[config.mk]
export PLATFORM = sky130hd
export DESIGN_NAME = pef_flags
export DESIGN_NICKNAME = d
export VERILOG_FILES = /design/src/pef_pkg.sv /design/src/pef_rollover.sv /design/src/pef_flags.sv
export SDC_FILE = /design/constraint.sdc
export NUM_CORES = 1
export LEC_CHECK = 0
export ABC_AREA = 1
export BUFFER_PORTS_ARGS = -buffer_cell sky130_fd_sc_hd__buf_2
export CELL_PAD_IN_SITES_DETAIL_PLACEMENT = 1
export CELL_PAD_IN_SITES_GLOBAL_PLACEMENT = 2
export CORE_MARGIN = 4
export CORE_UTILIZATION = 19
export DETAILED_ROUTE_END_ITERATION = 10
export PLACE_DENSITY = 0.85
export SYNTH_ARGS = -nofsm -noshare
export SYNTH_HDL_FRONTEND = slang
export SYNTH_SLANG_ARGS = --single-unit
[constraint.sdc]
create_clock -name clk -period 3 [get_ports clk]
set_input_delay 0.3 -clock clk [delete_from_list [all_inputs] [get_ports clk]]
set_output_delay 0.3 -clock clk [all_outputs]
set_load 0.005 [all_outputs]
[src/pef_pkg.sv]
// Shared constants of the peripheral event flag block and its rollover detector
package pef_pkg;
  localparam int PEF_DATA_W = 8;
  localparam logic [7:0] PEF_FLAGS_INDEX = 8'h16;
  localparam logic [7:0] PEF_MASK_INDEX = 8'h17;
  localparam logic [31:0] PEF_FLAGS_ADDR = {22'h00_0000, PEF_FLAGS_INDEX, 2'b00};
  localparam logic [31:0] PEF_MASK_ADDR = {22'h00_0000, PEF_MASK_INDEX, 2'b00};
  localparam int PEF_BIT_PORT = 7;
  localparam int PEF_BIT_TMR3 = 6;
  localparam int PEF_BIT_TMR2 = 5;
  localparam int PEF_BIT_TMR1 = 4;
  localparam int PEF_BIT_CAP2 = 3;
  localparam int PEF_BIT_CAP1 = 2;
  localparam int PEF_BIT_TX = 1;
  localparam int PEF_BIT_RX = 0;
  localparam int PEF_STICKY_LSB = 2;
  localparam logic [5:0] PEF_STICKY_RESET = 6'h00;
  localparam logic [7:0] PEF_MASK_RESET = 8'h00;
  localparam logic [7:0] PEF_ROLL_TARGET = 8'h00;
endpackage : pef_pkg

[src/pef_rollover.sv]
// Detects a counter stepping from its target value to zero
`timescale 1ns/1ns
`default_nettype none
module pef_rollover
  import pef_pkg::*;
#(
  parameter int W = 8
) (
  input wire logic clk,
  input wire logic rst_b,
  input wire logic [W-1:0] count,
  input wire logic [W-1:0] period,
  input wire logic wrap_mode,
  output logic rolled
);
  logic matched_ff;
  logic nxt_matched;
  logic [W-1:0] target;

  if (W < 1) begin : g_bad_width
    $error("pef_rollover width must be at least one bit");
  end

  always_comb begin
    // Wrap mode looks for all ones, so overflow and period match share one detector
    target = wrap_mode ? {W{1'b1}} : period;
    nxt_matched = (count == target);
  end

  always_ff @(posedge clk) begin
    if (!rst_b) begin
      matched_ff <= 1'b0;
    end else begin
      matched_ff <= nxt_matched;
    end
  end

  assign rolled = matched_ff && (count == '0);
endmodule : pef_rollover
`default_nettype wire

[src/pef_flags.sv]
// Peripheral event flag register with APB access and masked interrupt
//
// Behaviour
// - Flags set regardless of enables or global disable
// - Flag register at index 16h, eight bits
// - Bit 7 set on port mismatch
// - Bit 6 on third timer overflow when capture
// - Bit 6 on third timer period rollover otherwise
// - Bit 5 on second timer period rollover
// - Bit 4 on first timer rollover, eight-bit
// - Bit 4 on combined timer rollover, sixteen-bit
// - Bit 3 on second capture event
// - Bit 2 on first capture event
// - Bit 1 shows transmit buffer empty
// - Bit 0 shows receive buffer full
// - Bits 1,0 read-only; upper bits writable, reset 0
//
// Local design decision: register access over APB.
`timescale 1ns/1ns
`default_nettype none
module pef_flags
  import pef_pkg::*;
(
  input wire logic clk,
  input wire logic rst_b,
  input wire logic psel,
  input wire logic penable,
  input wire logic pwrite,
  input wire logic [31:0] paddr,
  input wire logic [31:0] pwdata,
  output logic [31:0] prdata,
  output logic pready,
  output logic pslverr,
  input wire logic [7:0] change_monitored_port,
  input wire logic [7:0] port_latch_value,
  input wire logic [7:0] first_timer_count,
  input wire logic [7:0] second_timer_count,
  input wire logic [15:0] third_timer_count,
  input wire logic [7:0] first_timer_period,
  input wire logic [7:0] second_timer_period,
  input wire logic [15:0] third_timer_period_pair,
  input wire logic timer_width_select,
  input wire logic capture_or_period_select,
  input wire logic first_capture_event,
  input wire logic second_capture_event,
  input wire logic serial_tx_empty_flag,
  input wire logic serial_rx_full_flag,
  input wire logic global_irq_disable,
  output logic irq
);
  logic [7:2] sticky_ff;
  logic [7:2] nxt_sticky;
  logic [7:0] mask_ff;
  logic [7:0] nxt_mask;
  logic [31:0] prdata_ff;
  logic [31:0] nxt_prdata;
  logic slverr_ff;
  logic nxt_slverr;
  logic [7:2] set_evt;
  logic [7:0] flags_view;
  logic setup_phase;
  logic access_wr;
  logic roll_t1_8;
  logic roll_t1_16;
  logic roll_t2;
  logic roll_t3;

  function automatic logic addr_known(input logic [31:0] a);
    return (a == PEF_FLAGS_ADDR) || (a == PEF_MASK_ADDR);
  endfunction : addr_known

  pef_rollover #(.W(8)) u_roll_t1_8 (
    .clk(clk),
    .rst_b(rst_b),
    .count(first_timer_count),
    .period(first_timer_period),
    .wrap_mode(1'b0),
    .rolled(roll_t1_8)
  );

  // Combined count keeps the first timer in the upper byte
  pef_rollover #(.W(16)) u_roll_t1_16 (
    .clk(clk),
    .rst_b(rst_b),
    .count({first_timer_count, second_timer_count}),
    .period({first_timer_period, second_timer_period}),
    .wrap_mode(1'b0),
    .rolled(roll_t1_16)
  );

  pef_rollover #(.W(8)) u_roll_t2 (
    .clk(clk),
    .rst_b(rst_b),
    .count(second_timer_count),
    .period(second_timer_period),
    .wrap_mode(1'b0),
    .rolled(roll_t2)
  );

  // Capture mode frees the period pair, so the third timer wraps at all ones
  pef_rollover #(.W(16)) u_roll_t3 (
    .clk(clk),
    .rst_b(rst_b),
    .count(third_timer_count),
    .period(third_timer_period_pair),
    .wrap_mode(capture_or_period_select),
    .rolled(roll_t3)
  );

  always_comb begin
    // No enable or global disable term here on purpose
    set_evt = '0;
    set_evt[PEF_BIT_PORT] = (change_monitored_port != port_latch_value);
    set_evt[PEF_BIT_TMR3] = roll_t3;
    set_evt[PEF_BIT_TMR2] = roll_t2;
    set_evt[PEF_BIT_TMR1] = timer_width_select ? roll_t1_16 : roll_t1_8;
    set_evt[PEF_BIT_CAP2] = second_capture_event;
    set_evt[PEF_BIT_CAP1] = first_capture_event;
  end

  always_comb begin
    flags_view = {sticky_ff, serial_tx_empty_flag, serial_rx_full_flag};
  end

  assign setup_phase = psel && !penable;
  assign access_wr = psel && penable && pwrite;

  always_comb begin
    nxt_sticky = sticky_ff;
    nxt_mask = mask_ff;
    if (access_wr && (paddr == PEF_FLAGS_ADDR)) begin
      nxt_sticky = pwdata[7:2];
    end
    if (access_wr && (paddr == PEF_MASK_ADDR)) begin
      nxt_mask = pwdata[7:0];
    end
    // A source event in the clearing cycle wins over the write
    nxt_sticky = nxt_sticky | set_evt;
  end

  always_comb begin
    nxt_prdata = prdata_ff;
    nxt_slverr = slverr_ff;
    if (setup_phase) begin
      nxt_slverr = !addr_known(paddr);
      nxt_prdata = '0;
      if (paddr == PEF_FLAGS_ADDR) begin
        nxt_prdata = {24'h00_0000, flags_view};
      end else if (paddr == PEF_MASK_ADDR) begin
        nxt_prdata = {24'h00_0000, mask_ff};
      end
    end
  end

  always_ff @(posedge clk) begin
    if (!rst_b) begin
      sticky_ff <= PEF_STICKY_RESET;
      mask_ff <= PEF_MASK_RESET;
      prdata_ff <= '0;
      slverr_ff <= 1'b0;
    end else begin
      sticky_ff <= nxt_sticky;
      mask_ff <= nxt_mask;
      prdata_ff <= nxt_prdata;
      slverr_ff <= nxt_slverr;
    end
  end

  // Read data is caught in the setup cycle, so every access ends without wait states
  assign pready = 1'b1;
  assign prdata = prdata_ff;
  assign pslverr = psel && penable && slverr_ff;
  assign irq = !global_irq_disable && |(flags_view & mask_ff);
endmodule : pef_flags
`default_nettype wire

==> metrics, run 1 <==
outcome completed; Mapped Cells between 300 and 400; effective utilization at floorplan approximately a fifth; Clk Latency, worst-skew pair 0.27 ns; total iterations of the first detailed-routing run 4; number of antenna repair diodes 0; most frequently used cell type in the post-synthesis netlist nand2_1; gr ovfl total 0; number of hold buffers added after cts 0; post-CTS resize count 0; dpl cells approximately 660; depth of the worst register-to-register path 6; clock slew seen by the registers of the worst setup and hold paths 0.07 ns; sequential share of the synthesized area 23.5%; count of flip-flops with a built-in enable after synthesis 0; setup repair after global routing missed its margin false; DRC errors left 0; endpoint type of the worst setup path register; number of stages on the worst hold path 3; Layout Area Growth over Synthesis 35.3%; Worst Setup Path Type in2reg; Max Cap Violations 0; time the final worst path needs with I/O delays and setup 1.57 ns; CP Max Fanout 17; Cell Rows 39; largest net degree at the start of global routing 20; worst hold-check path type in2reg; Final Max Tran Viols 0; transition time at the pin with the least slew margin 0.733 ns; share of post-route cells with drive strength above 1 30.5%; clock tree from TritonCTS done; number of warnings issued by yosys 0; antenna-violating nets left 0; core area 11,600 um^2; total routing resource utilization after global routing 11.2%; Clock Root Buffer clkbuf_16; number of DRC markers in iteration 0 58; average wire per cell in the routed design between 10 and 15 um; number of buffers added for setup after CTS 0; Setup Skew 0.00419 ns; flip-flop cell with the highest count after synthesis dfxtp_1; async set-reset flop share out of synthesis 0%; required time of the critical path 3.14 ns; share of the clock period used by the worst path after layout 52.5%; Num CTS Buffers 3; Crit path arrival time 1.72 ns; Max rail drop VDD roughly 0.00017 V; depth of the CTS H-tree 1; total of buffers placed on input and output ports 141; Clock Tree Buf Depth 2; die height 118 um; Placer Congestion a little over 0.8; number of fill cells in the layout 1,586; register bit count reported by yosys 27; critical path launch point type input pin; vias after detailed routing ~2,800; top cell type's share of synthesized area a little under a quarter; Leakage roughly 1.7 nW; top cells by instance count after synthesis 96 x nand2_1, 68 x nor2_1, 47 x inv_1; via/cell ratio 4.17; maximum operating frequency ~640 MHz; netlist area before placement 2300 um^2; initial antenna violation count 0; most area-hungry cell type in the Yosys netlist dfxtp_1; cell types occupying the most area after synthesis dfxtp_1 24%, nand2_1 16%, nor2_1 11%, buf_4 8.8%, inv_1 7.7%; die width roughly 120 um; wire length reported by the detailed router 7940 um; Power Dens Cells 299 nW/um^2; global-route wire length before repair about 13,000 um; # setup viols final 0; post-detail-place hpwl 6980 um; finished layout cell area between 3000 and 4000 um^2; area of the die 13,900 um^2; final hold vios 0; number of sinks on the clock net 27; standard cell area after detailed placement 3030 um^2; worst rel slew slack 51.1%; synth unique cells 31; average footprint of a synthesized cell 5.94 um^2; fin cells approximately 670; setup TNS 0 ns; number of nets in the final layout roughly 680; number of global-route vias before repair 2,967; number of primary I/O pins around 190
==> state kept, by name, indices dropped and copies added, names as in the netlist <==
signal                   cells
mask_ff                      8
prdata                       8
slverr_ff                    1
sticky_ff                    6
u_roll_t1_16.matched_ff      1
u_roll_t1_8.matched_ff       1
u_roll_t2.matched_ff         1
u_roll_t3.matched_ff         1
==> per-layer routing <==
metal	track usage, %	wire length [um]	share of wire, %	up-vias
li1	-	-	-	1426
met1	13.4	3380	43	1250
met5	0	0	0	-
met3	2.11	465	5.9	6
met4	1.17	57	0.72	0
met2	21.1	4040	51	92
==> logic make-up after synthesis <==
family                 Yosys count  share of synthesized area (%)
AO/OA/AOI/OAI                   31                           7.73
XOR/XNOR                        21                           8.00
buffers and inverters           81                           18.4
flip-flops                      27                           23.5
other                            2                          0.327
AND/OR/NAND/NOR                225                           42.1
==> placed cells by master, fill, tap and decap left out <==
| cell | n |
|---|---|
| buf_2 | 141 |
| nand2_1 | 96 |
| nor2_1 | 68 |
| inv_1 | 47 |
| nand3_1 | 32 |
| dfxtp_1 | 27 |
| conb_1 | 25 |
| a21oi_1 | 12 |
| xnor2_1 | 11 |
| xor2_1 | 10 |
| o21ai_0 | 9 |
| or2_2 | 6 |
| nor3_1 | 6 |
| o22ai_1 | 5 |
| nand4_1 | 5 |
| nor4_1 | 3 |
| clkbuf_16 | 3 |
| and3_1 | 2 |
| a221oi_1 | 2 |
| nor2_2 | 2 |
| nor2_4 | 2 |
| nand2_2 | 1 |
| nor3_2 | 1 |
| nand3_2 | 1 |
| inv_2 | 1 |
| a22o_1 | 1 |
| a22oi_1 | 1 |
| o21bai_1 | 1 |
| clkinvlp_4 | 1 |
==> worst max-delay path, cell delays in order <==
cell     delay [ns]
buf_2          0.10
nor2_1         0.14
nand2_1        0.08
nor2_1         0.11
nand2_2        0.12
nor2_4         0.37
nand2_1        0.29
nand2_1        0.14
a21oi_1        0.06
==> where the power goes <==
group | total (mW) | switching (mW) | internal (mW)
clock network | 0.320 | 0.138 | 0.182
logic | 0.237 | 0.122 | 0.116
registers | 0.373 | 0.00537 | 0.368
total | 0.930 | 0.265 | 0.665
==> worst paths after layout <==
check / start / endpoint / slack, ns
setup / recovery: paddr[27] / mask_ff[0]$_SDFFE_PN0P_ / 1.43
hold / removal: pwdata[1] / mask_ff[1]$_SDFFE_PN0P_ / 0.30
setup reg to reg: u_roll_t3.matched_ff$_SDFF_PN0_ / sticky_ff[6]$_SDFF_PN0_ / 2.13
hold reg to reg: mask_ff[1]$_SDFFE_PN0P_ / mask_ff[1]$_SDFFE_PN0P_ / 0.48
==> stage by stage <==
step	power, mW	setup slack [ns]	hold slack, ns	util [%]
CTS	0.952	1.38	0.296	26.8
global route	0.998	1.21	0.309	26.8
floorplan	0.518	1.72	0.454	-
global placement	0.613	1.13	0.467	26.1
detailed placement	0.622	1.09	0.475	26.1
finish	0.930	1.43	0.302	26.8
==> layout make-up <==
cell class	count	area (um^2)	share of cell area [%]
Tap cell	143	179	5.75
Clock buffer	3	75.1	2.41
Sequential cell	27	541	17.4
Clock inverter	1	7.51	0.241
Inverter	48	180	5.79
Timing Repair Buffer	141	706	22.7
Multi-Input combinational cell	302	1420	45.7
Note: power is estimated with default switching activity, not from simulation.
==> run 2: changes to the inputs <==
--- a/config.mk
+++ b/config.mk
@@ -10,9 +10,9 @@
 export CELL_PAD_IN_SITES_DETAIL_PLACEMENT = 1
 export CELL_PAD_IN_SITES_GLOBAL_PLACEMENT = 2
 export CORE_MARGIN = 4
-export CORE_UTILIZATION = 19
+export CORE_UTILIZATION = 15
 export DETAILED_ROUTE_END_ITERATION = 10
-export PLACE_DENSITY = 0.85
+export PLACE_DENSITY = 0.72
 export SYNTH_ARGS = -nofsm -noshare
 export SYNTH_HDL_FRONTEND = slang
 export SYNTH_SLANG_ARGS = --single-unit
==> constraint.sdc (replaced) <==
create_clock -name clk -period 1.3 [get_ports clk]
set_input_delay 0.13 -clock clk [delete_from_list [all_inputs] [get_ports clk]]
set_output_delay 0.13 -clock clk [all_outputs]
set_load 0.005 [all_outputs]
==> metrics, run 2 (synthesized netlist as in run 1, its figures left out) <==
Final Max Tran Viols 0 (unchanged); number of hold buffers added after cts 0 (unchanged); Setup Skew 0.00885 ns (+0.00466 ns); clock tree from TritonCTS done; total of buffers placed on input and output ports 141 (unchanged); DRC errors left 0 (unchanged); final hold vios 0 (unchanged); Crit path arrival time 1.15 ns (-0.57 ns); Crit. Startpoint mask_ff[0]$_SDFFE_PN0P_; via/cell ratio 3.83 (-8.1%); total routing resource utilization after global routing 9.39% (-1.8 points); finished layout cell area 3270 um^2 (+5.0%); largest net degree at the start of global routing 19 (-5.0%); startpoint of the lowest-slack hold path pwdata[1]; maximum operating frequency 782 MHz; Layout Area Growth over Synthesis 42.0%; post-detail-place hpwl 7510 um (+7.7%); Max rail drop VDD 0.000548 V (+220%); depth of the worst register-to-register path 6 (unchanged); outcome completed; area of the die 17,400 um^2 (+25%); vias after detailed routing 2,742 (-1.2%); Power Dens Cells 663 nW/um^2 (+120%); share of the clock period used by the worst path after layout 98.4%; die height 132 um (+12%); final design utilization 22.1% (-4.6 points); share of post-route cells with drive strength above 1 33.1% (+2.7 points); Cell Rows 44 (+13%); endpoint type of the worst setup path output port; number of DRC markers in iteration 0 78 (+34%); worst hold-check path type in2reg; top library cells by usage in the layout, fill and taps aside 141 x buf_2, 93 x nand2_1, 68 x nor2_1; wire length reported by the detailed router 8450 um (+6.4%); number of stages on the worst hold path 3 (unchanged); number of antenna repair diodes 0 (unchanged); number of primary I/O pins 191 (unchanged); antenna-violating nets left 0 (unchanged); power consumption 2.16 mW (+130%); Clock Root Buffer clkbuf_16; CP Max Fanout 3 (-14); clock slew seen by the registers of the worst setup and hold paths 0.08 ns (about the same); # setup viols final 0 (unchanged); standard cell area after detailed placement 3160 um^2 (+4.3%); average wire per cell in the routed design 11.8 um (-1.1%); gr ovfl total 0 (unchanged); core area 14,800 um^2 (+27%); total iterations of the first detailed-routing run 4 (unchanged); time the final worst path needs with I/O delays and setup between 1 and 1.5 ns; number of nets in the final layout 688 (+1.3%); depth of the CTS H-tree 1 (unchanged); number of sinks on the clock net 27 (unchanged); register-to-register setup slack 0.43 ns (-1.70 ns); Leakage 1.71 nW (+3.4%); Clk Latency, worst-skew pair 0.27 ns (about the same); effective utilization at floorplan 15.6% (-4.2 points); die width 132 um (+12%); number of fill cells in the layout 1,909 (+20%); most common cell after layout, fill and taps aside buf_2; Worst Setup Path Type reg2out; required time of the critical path 1.17 ns (-1.97 ns); number of buffers added for setup after CTS 0 (unchanged); Max Cap Violations 0 (unchanged); Num CTS Buffers 3 (unchanged); beginning of the worst register-to-register path u_roll_t3.matched_ff$_SDFF_PN0_; number of global-route vias before repair 2,966 (-0.034%); Placer Congestion 0.771 (-4.9%); Clock Tree Buf Depth 2 (unchanged); critical path launch point type register; global-route wire length before repair 13,900 um (+4.5%); setup repair after global routing missed its margin true; initial antenna violation count 0 (unchanged)
run 2: critical path: stages, from the launching register on:
cell      delay (ns)
dfxtp_2         0.34
nand2_2         0.06
nand2_2         0.05
a221oi_2        0.19
a21oi_1         0.11
buf_2           0.13
run 2: worst paths after layout:
path | endpoint
max | irq
min | mask_ff[1]$_SDFFE_PN0P_
max reg2reg | sticky_ff[6]$_SDFF_PN0_
min reg2reg | mask_ff[2]$_SDFFE_PN0P_
run 2: area by class of cell:
class | instances | area, um^2 | area share [%]
clock buffers | 3 | 75.1 | 2.30
clock inverters | 1 | 7.51 | 0.230
well taps | 184 | 230 | 7.05
inverters | 48 | 180 | 5.52
repair buffers | 150 | 786 | 24.1
flip-flops and latches | 27 | 544 | 16.7
multi-input cells | 302 | 1440 | 44.2
run 2: through the flow:
step                      instances  worst slack (ns)  TNS [ns]  hold slack (ns)
after floorplan                 410             0.190         0            0.288
after detailed placement        711           -0.0785    -0.936            0.407
after CTS                       715           0.00483         0            0.118
final                           715            0.0208         0            0.123
after global routing            715           -0.0578   -0.0578            0.136
after global placement          711           -0.0762    -0.851            0.410
run 2: layer usage:
metal  wire length (um)  vias to the layer above  share of wire (%)  global-route usage (%)
met3                463                        2                5.5                    2.10
met4                 31                        0               0.37                    1.05
met5                  0                        -                  0                       0
met2               4330                       86                 51                    17.8
li1                   -                     1446                  -                       -
met1               3620                     1208                 43                    11.1
run 2: repair_timing:
action / 4_1_cts / 5_1_grt
pin swaps: 1 / 4
setup endpoints to repair: 1 / 1
resized for setup: 3 / 5
run 2: power by group:
| part | internal [mW] | switching (mW) |
|---|---|---|
| logic | 0.278 | 0.284 |
| registers | 0.849 | 0.0134 |
| clock network | 0.419 | 0.320 |
| total | 1.55 | 0.618 |
==> run 3: changes to the inputs <==
--- a/config.mk
+++ b/config.mk
@@ -12,7 +12,7 @@
 export CORE_MARGIN = 4
 export CORE_UTILIZATION = 15
 export DETAILED_ROUTE_END_ITERATION = 10
-export PLACE_DENSITY = 0.72
+export PLACE_DENSITY = 0.77
 export SYNTH_ARGS = -nofsm -noshare
 export SYNTH_HDL_FRONTEND = slang
 export SYNTH_SLANG_ARGS = --single-unit
==> metrics, run 3 (synthesized netlist as in run 1, its figures left out) <==
CP Buf/Inv Count 1 (unchanged); Cell Rows 44 (unchanged); cell count along the critical path 5 (unchanged); top library cells by usage in the layout, fill and taps aside 141 x buf_2, 94 x nand2_1, 68 x nor2_1; Place WS -0.0774 ns (+0.00110 ns); Crit path arrival time 1.15 ns (about the same); Clock Root Buffer clkbuf_16; endpoint type of the worst setup path output port; number of antenna repair diodes 0 (unchanged); number of global-route vias before repair 3,033 (+2.3%); longest individual stage delay on the worst path 0.34 ns (about the same); required time of the critical path 1.17 ns (about the same); Power Dens Cells 664 nW/um^2 (+0.20%); busiest layer in global routing met2; beginning of the worst register-to-register path u_roll_t1_8.matched_ff$_SDFF_PN0_; DRC errors left 0 (unchanged); effective utilization at floorplan 15.6% (unchanged); global-route wire length before repair 13,900 um (+0.15%); finished layout cell area 3250 um^2 (-0.50%); number of stages on the worst hold path 3 (unchanged); Leakage 1.70 nW (-0.59%); Clock Tree Buf Depth 2 (unchanged); vias after detailed routing 2,770 (+1.0%); final worst hold slack 0.131 ns (+0.00861 ns); number of primary I/O pins 191 (unchanged); Final Max Tran Viols 0 (unchanged); final hold vios 0 (unchanged); Layout Area Growth over Synthesis 41.3%; Max Cap Violations 0 (unchanged); wire length reported by the detailed router 8550 um (+1.2%); total of buffers placed on input and output ports 141 (unchanged); share of the clock period used by the worst path after layout 98.4% (about the same); area of the die 17,400 um^2 (unchanged); number of buffers added for setup after CTS 0 (unchanged); Placer Congestion 0.784 (+1.6%); depth of the CTS H-tree 1 (unchanged); Most Frequent Cell on Critical Path nand2_1; CP endpoint irq; total routing resource utilization after global routing 9.49% (+0.097 points); number of DRC markers in iteration 0 74 (-5.1%); outcome completed; number of hold buffers added after cts 0 (unchanged); clock tree from TritonCTS done; post-detail-place hpwl 7570 um (+0.77%); antenna-violating nets left 0 (unchanged); # setup viols final 0 (unchanged); critical path, cell by cell nand2_1 > nand2_1 > a221oi_2 > a21oi_1 > buf_2; initial antenna violation count 0 (unchanged); worst hold-check path type in2reg; largest net degree at the start of global routing 19 (unchanged); via/cell ratio 3.88 (+1.3%); cell family with the largest share of critical-path delay flip-flops; time the final worst path needs with I/O delays and setup 1.28 ns (-0.000311 ns); CP Max Fanout 3 (unchanged); reg-to-reg endpoint sticky_ff[4]$_SDFF_PN0_; core area 14,800 um^2 (unchanged); met3 demand-to-capacity share in global routing 1.87% (-0.23 points); register-to-register setup slack 0.44 ns (about the same); number of nets in the final layout 686 (-0.29%); clock slew seen by the registers of the worst setup and hold paths 0.08 ns (about the same); post-route setup slack 0.0211 ns (+0.000311 ns); gr ovfl total 0 (unchanged); maximum operating frequency 782 MHz (about the same); Crit. Startpoint sticky_ff[7]$_SDFF_PN0_; library cell contributing the largest single delay on the critical path dfxtp_2; die width 132 um (unchanged); most common cell after layout, fill and taps aside buf_2; power consumption 2.16 mW (-0.30%); depth of the worst register-to-register path 6 (unchanged); Num CTS Buffers 3 (unchanged); Clk Latency, worst-skew pair 0.27 ns (about the same); share of post-route cells with drive strength above 1 32.9% (-0.25 points); Worst Setup Path Type reg2out; total iterations of the first detailed-routing run 4 (unchanged); number of sinks on the clock net 27 (unchanged); Setup Skew 0.00768 ns (-0.00117 ns); setup TNS 0 ns (unchanged); setup repair after global routing missed its margin true; global routing usage on met2 18.3% (+0.52 points); met1 Resource Use GR 11.0% (-0.16 points); standard cell area after detailed placement 3140 um^2 (-0.48%); Max rail drop VDD 0.000441 V (-20%); critical path launch point type register; average wire per cell in the routed design 12.0 um (+1.5%); die height 132 um (unchanged)
[run 3: cell types whose count changed in the layout (fill, tap and decap cells not counted)]
cell     delta
buf_4       -2
dfxtp_1     -1
dfxtp_2     +1
nand2_1     +1
nand2_2     -1
[run 3: metrics by stage]
step,util [%],instances
3_5_place_dp,21.3,709
3_3_place_gp,21.3,709
6_report,22.0,713
2_1_floorplan,-,410
4_1_cts,22.0,713
5_1_grt,22.0,713
[run 3: report_power, final]
group,switching [mW],total (mW),internal [mW]
clock,0.314,0.733,0.419
combinational,0.285,0.561,0.276
sequential,0.0133,0.863,0.850
[run 3: worst min path at each step]
stage                       startpoint                 endpoint  slack (ns)
floorplan           global_irq_disable                      irq        0.29
global placement             pwdata[0]  mask_ff[0]$_SDFFE_PN0P_        0.41
detailed placement           pwdata[0]  mask_ff[0]$_SDFFE_PN0P_        0.42
CTS                          pwdata[0]  mask_ff[0]$_SDFFE_PN0P_        0.14
global route                 pwdata[1]  mask_ff[1]$_SDFFE_PN0P_        0.14
finish                       pwdata[0]  mask_ff[0]$_SDFFE_PN0P_        0.13
[run 3: layout make-up]
type,count,area [um^2]
Multi-Input combinational cell,302,1440
Timing Repair Buffer,148,771
Tap cell,184,230
Fill cell,1916,11500
Inverter,48,180
Clock inverter,1,7.51
Sequential cell,27,546
Clock buffer,3,75.1
[run 3: repair_timing]
action	in CTS	in global routing
endpoints found under the setup margin	1	1
gates cloned	0	0
pin swaps	0	1
gates resized for setup	4	4
[run 3: per-layer routing]
| layer | vias up | wire [um] |
|---|---|---|
| li1 | 1443 | - |
| met1 | 1237 | 3580 |
| met2 | 86 | 4450 |
| met3 | 4 | 475 |
| met4 | 0 | 51 |
| met5 | - | 0 |
[run 3: worst register-to-register path, stage by stage (launching register included)]
cell	delay [ns]
dfxtp_1	0.31
nor2_1	0.04
nor3_1	0.14
nand3_1	0.12
nand3_1	0.10
nand2_1	0.05
inv_1	0.04
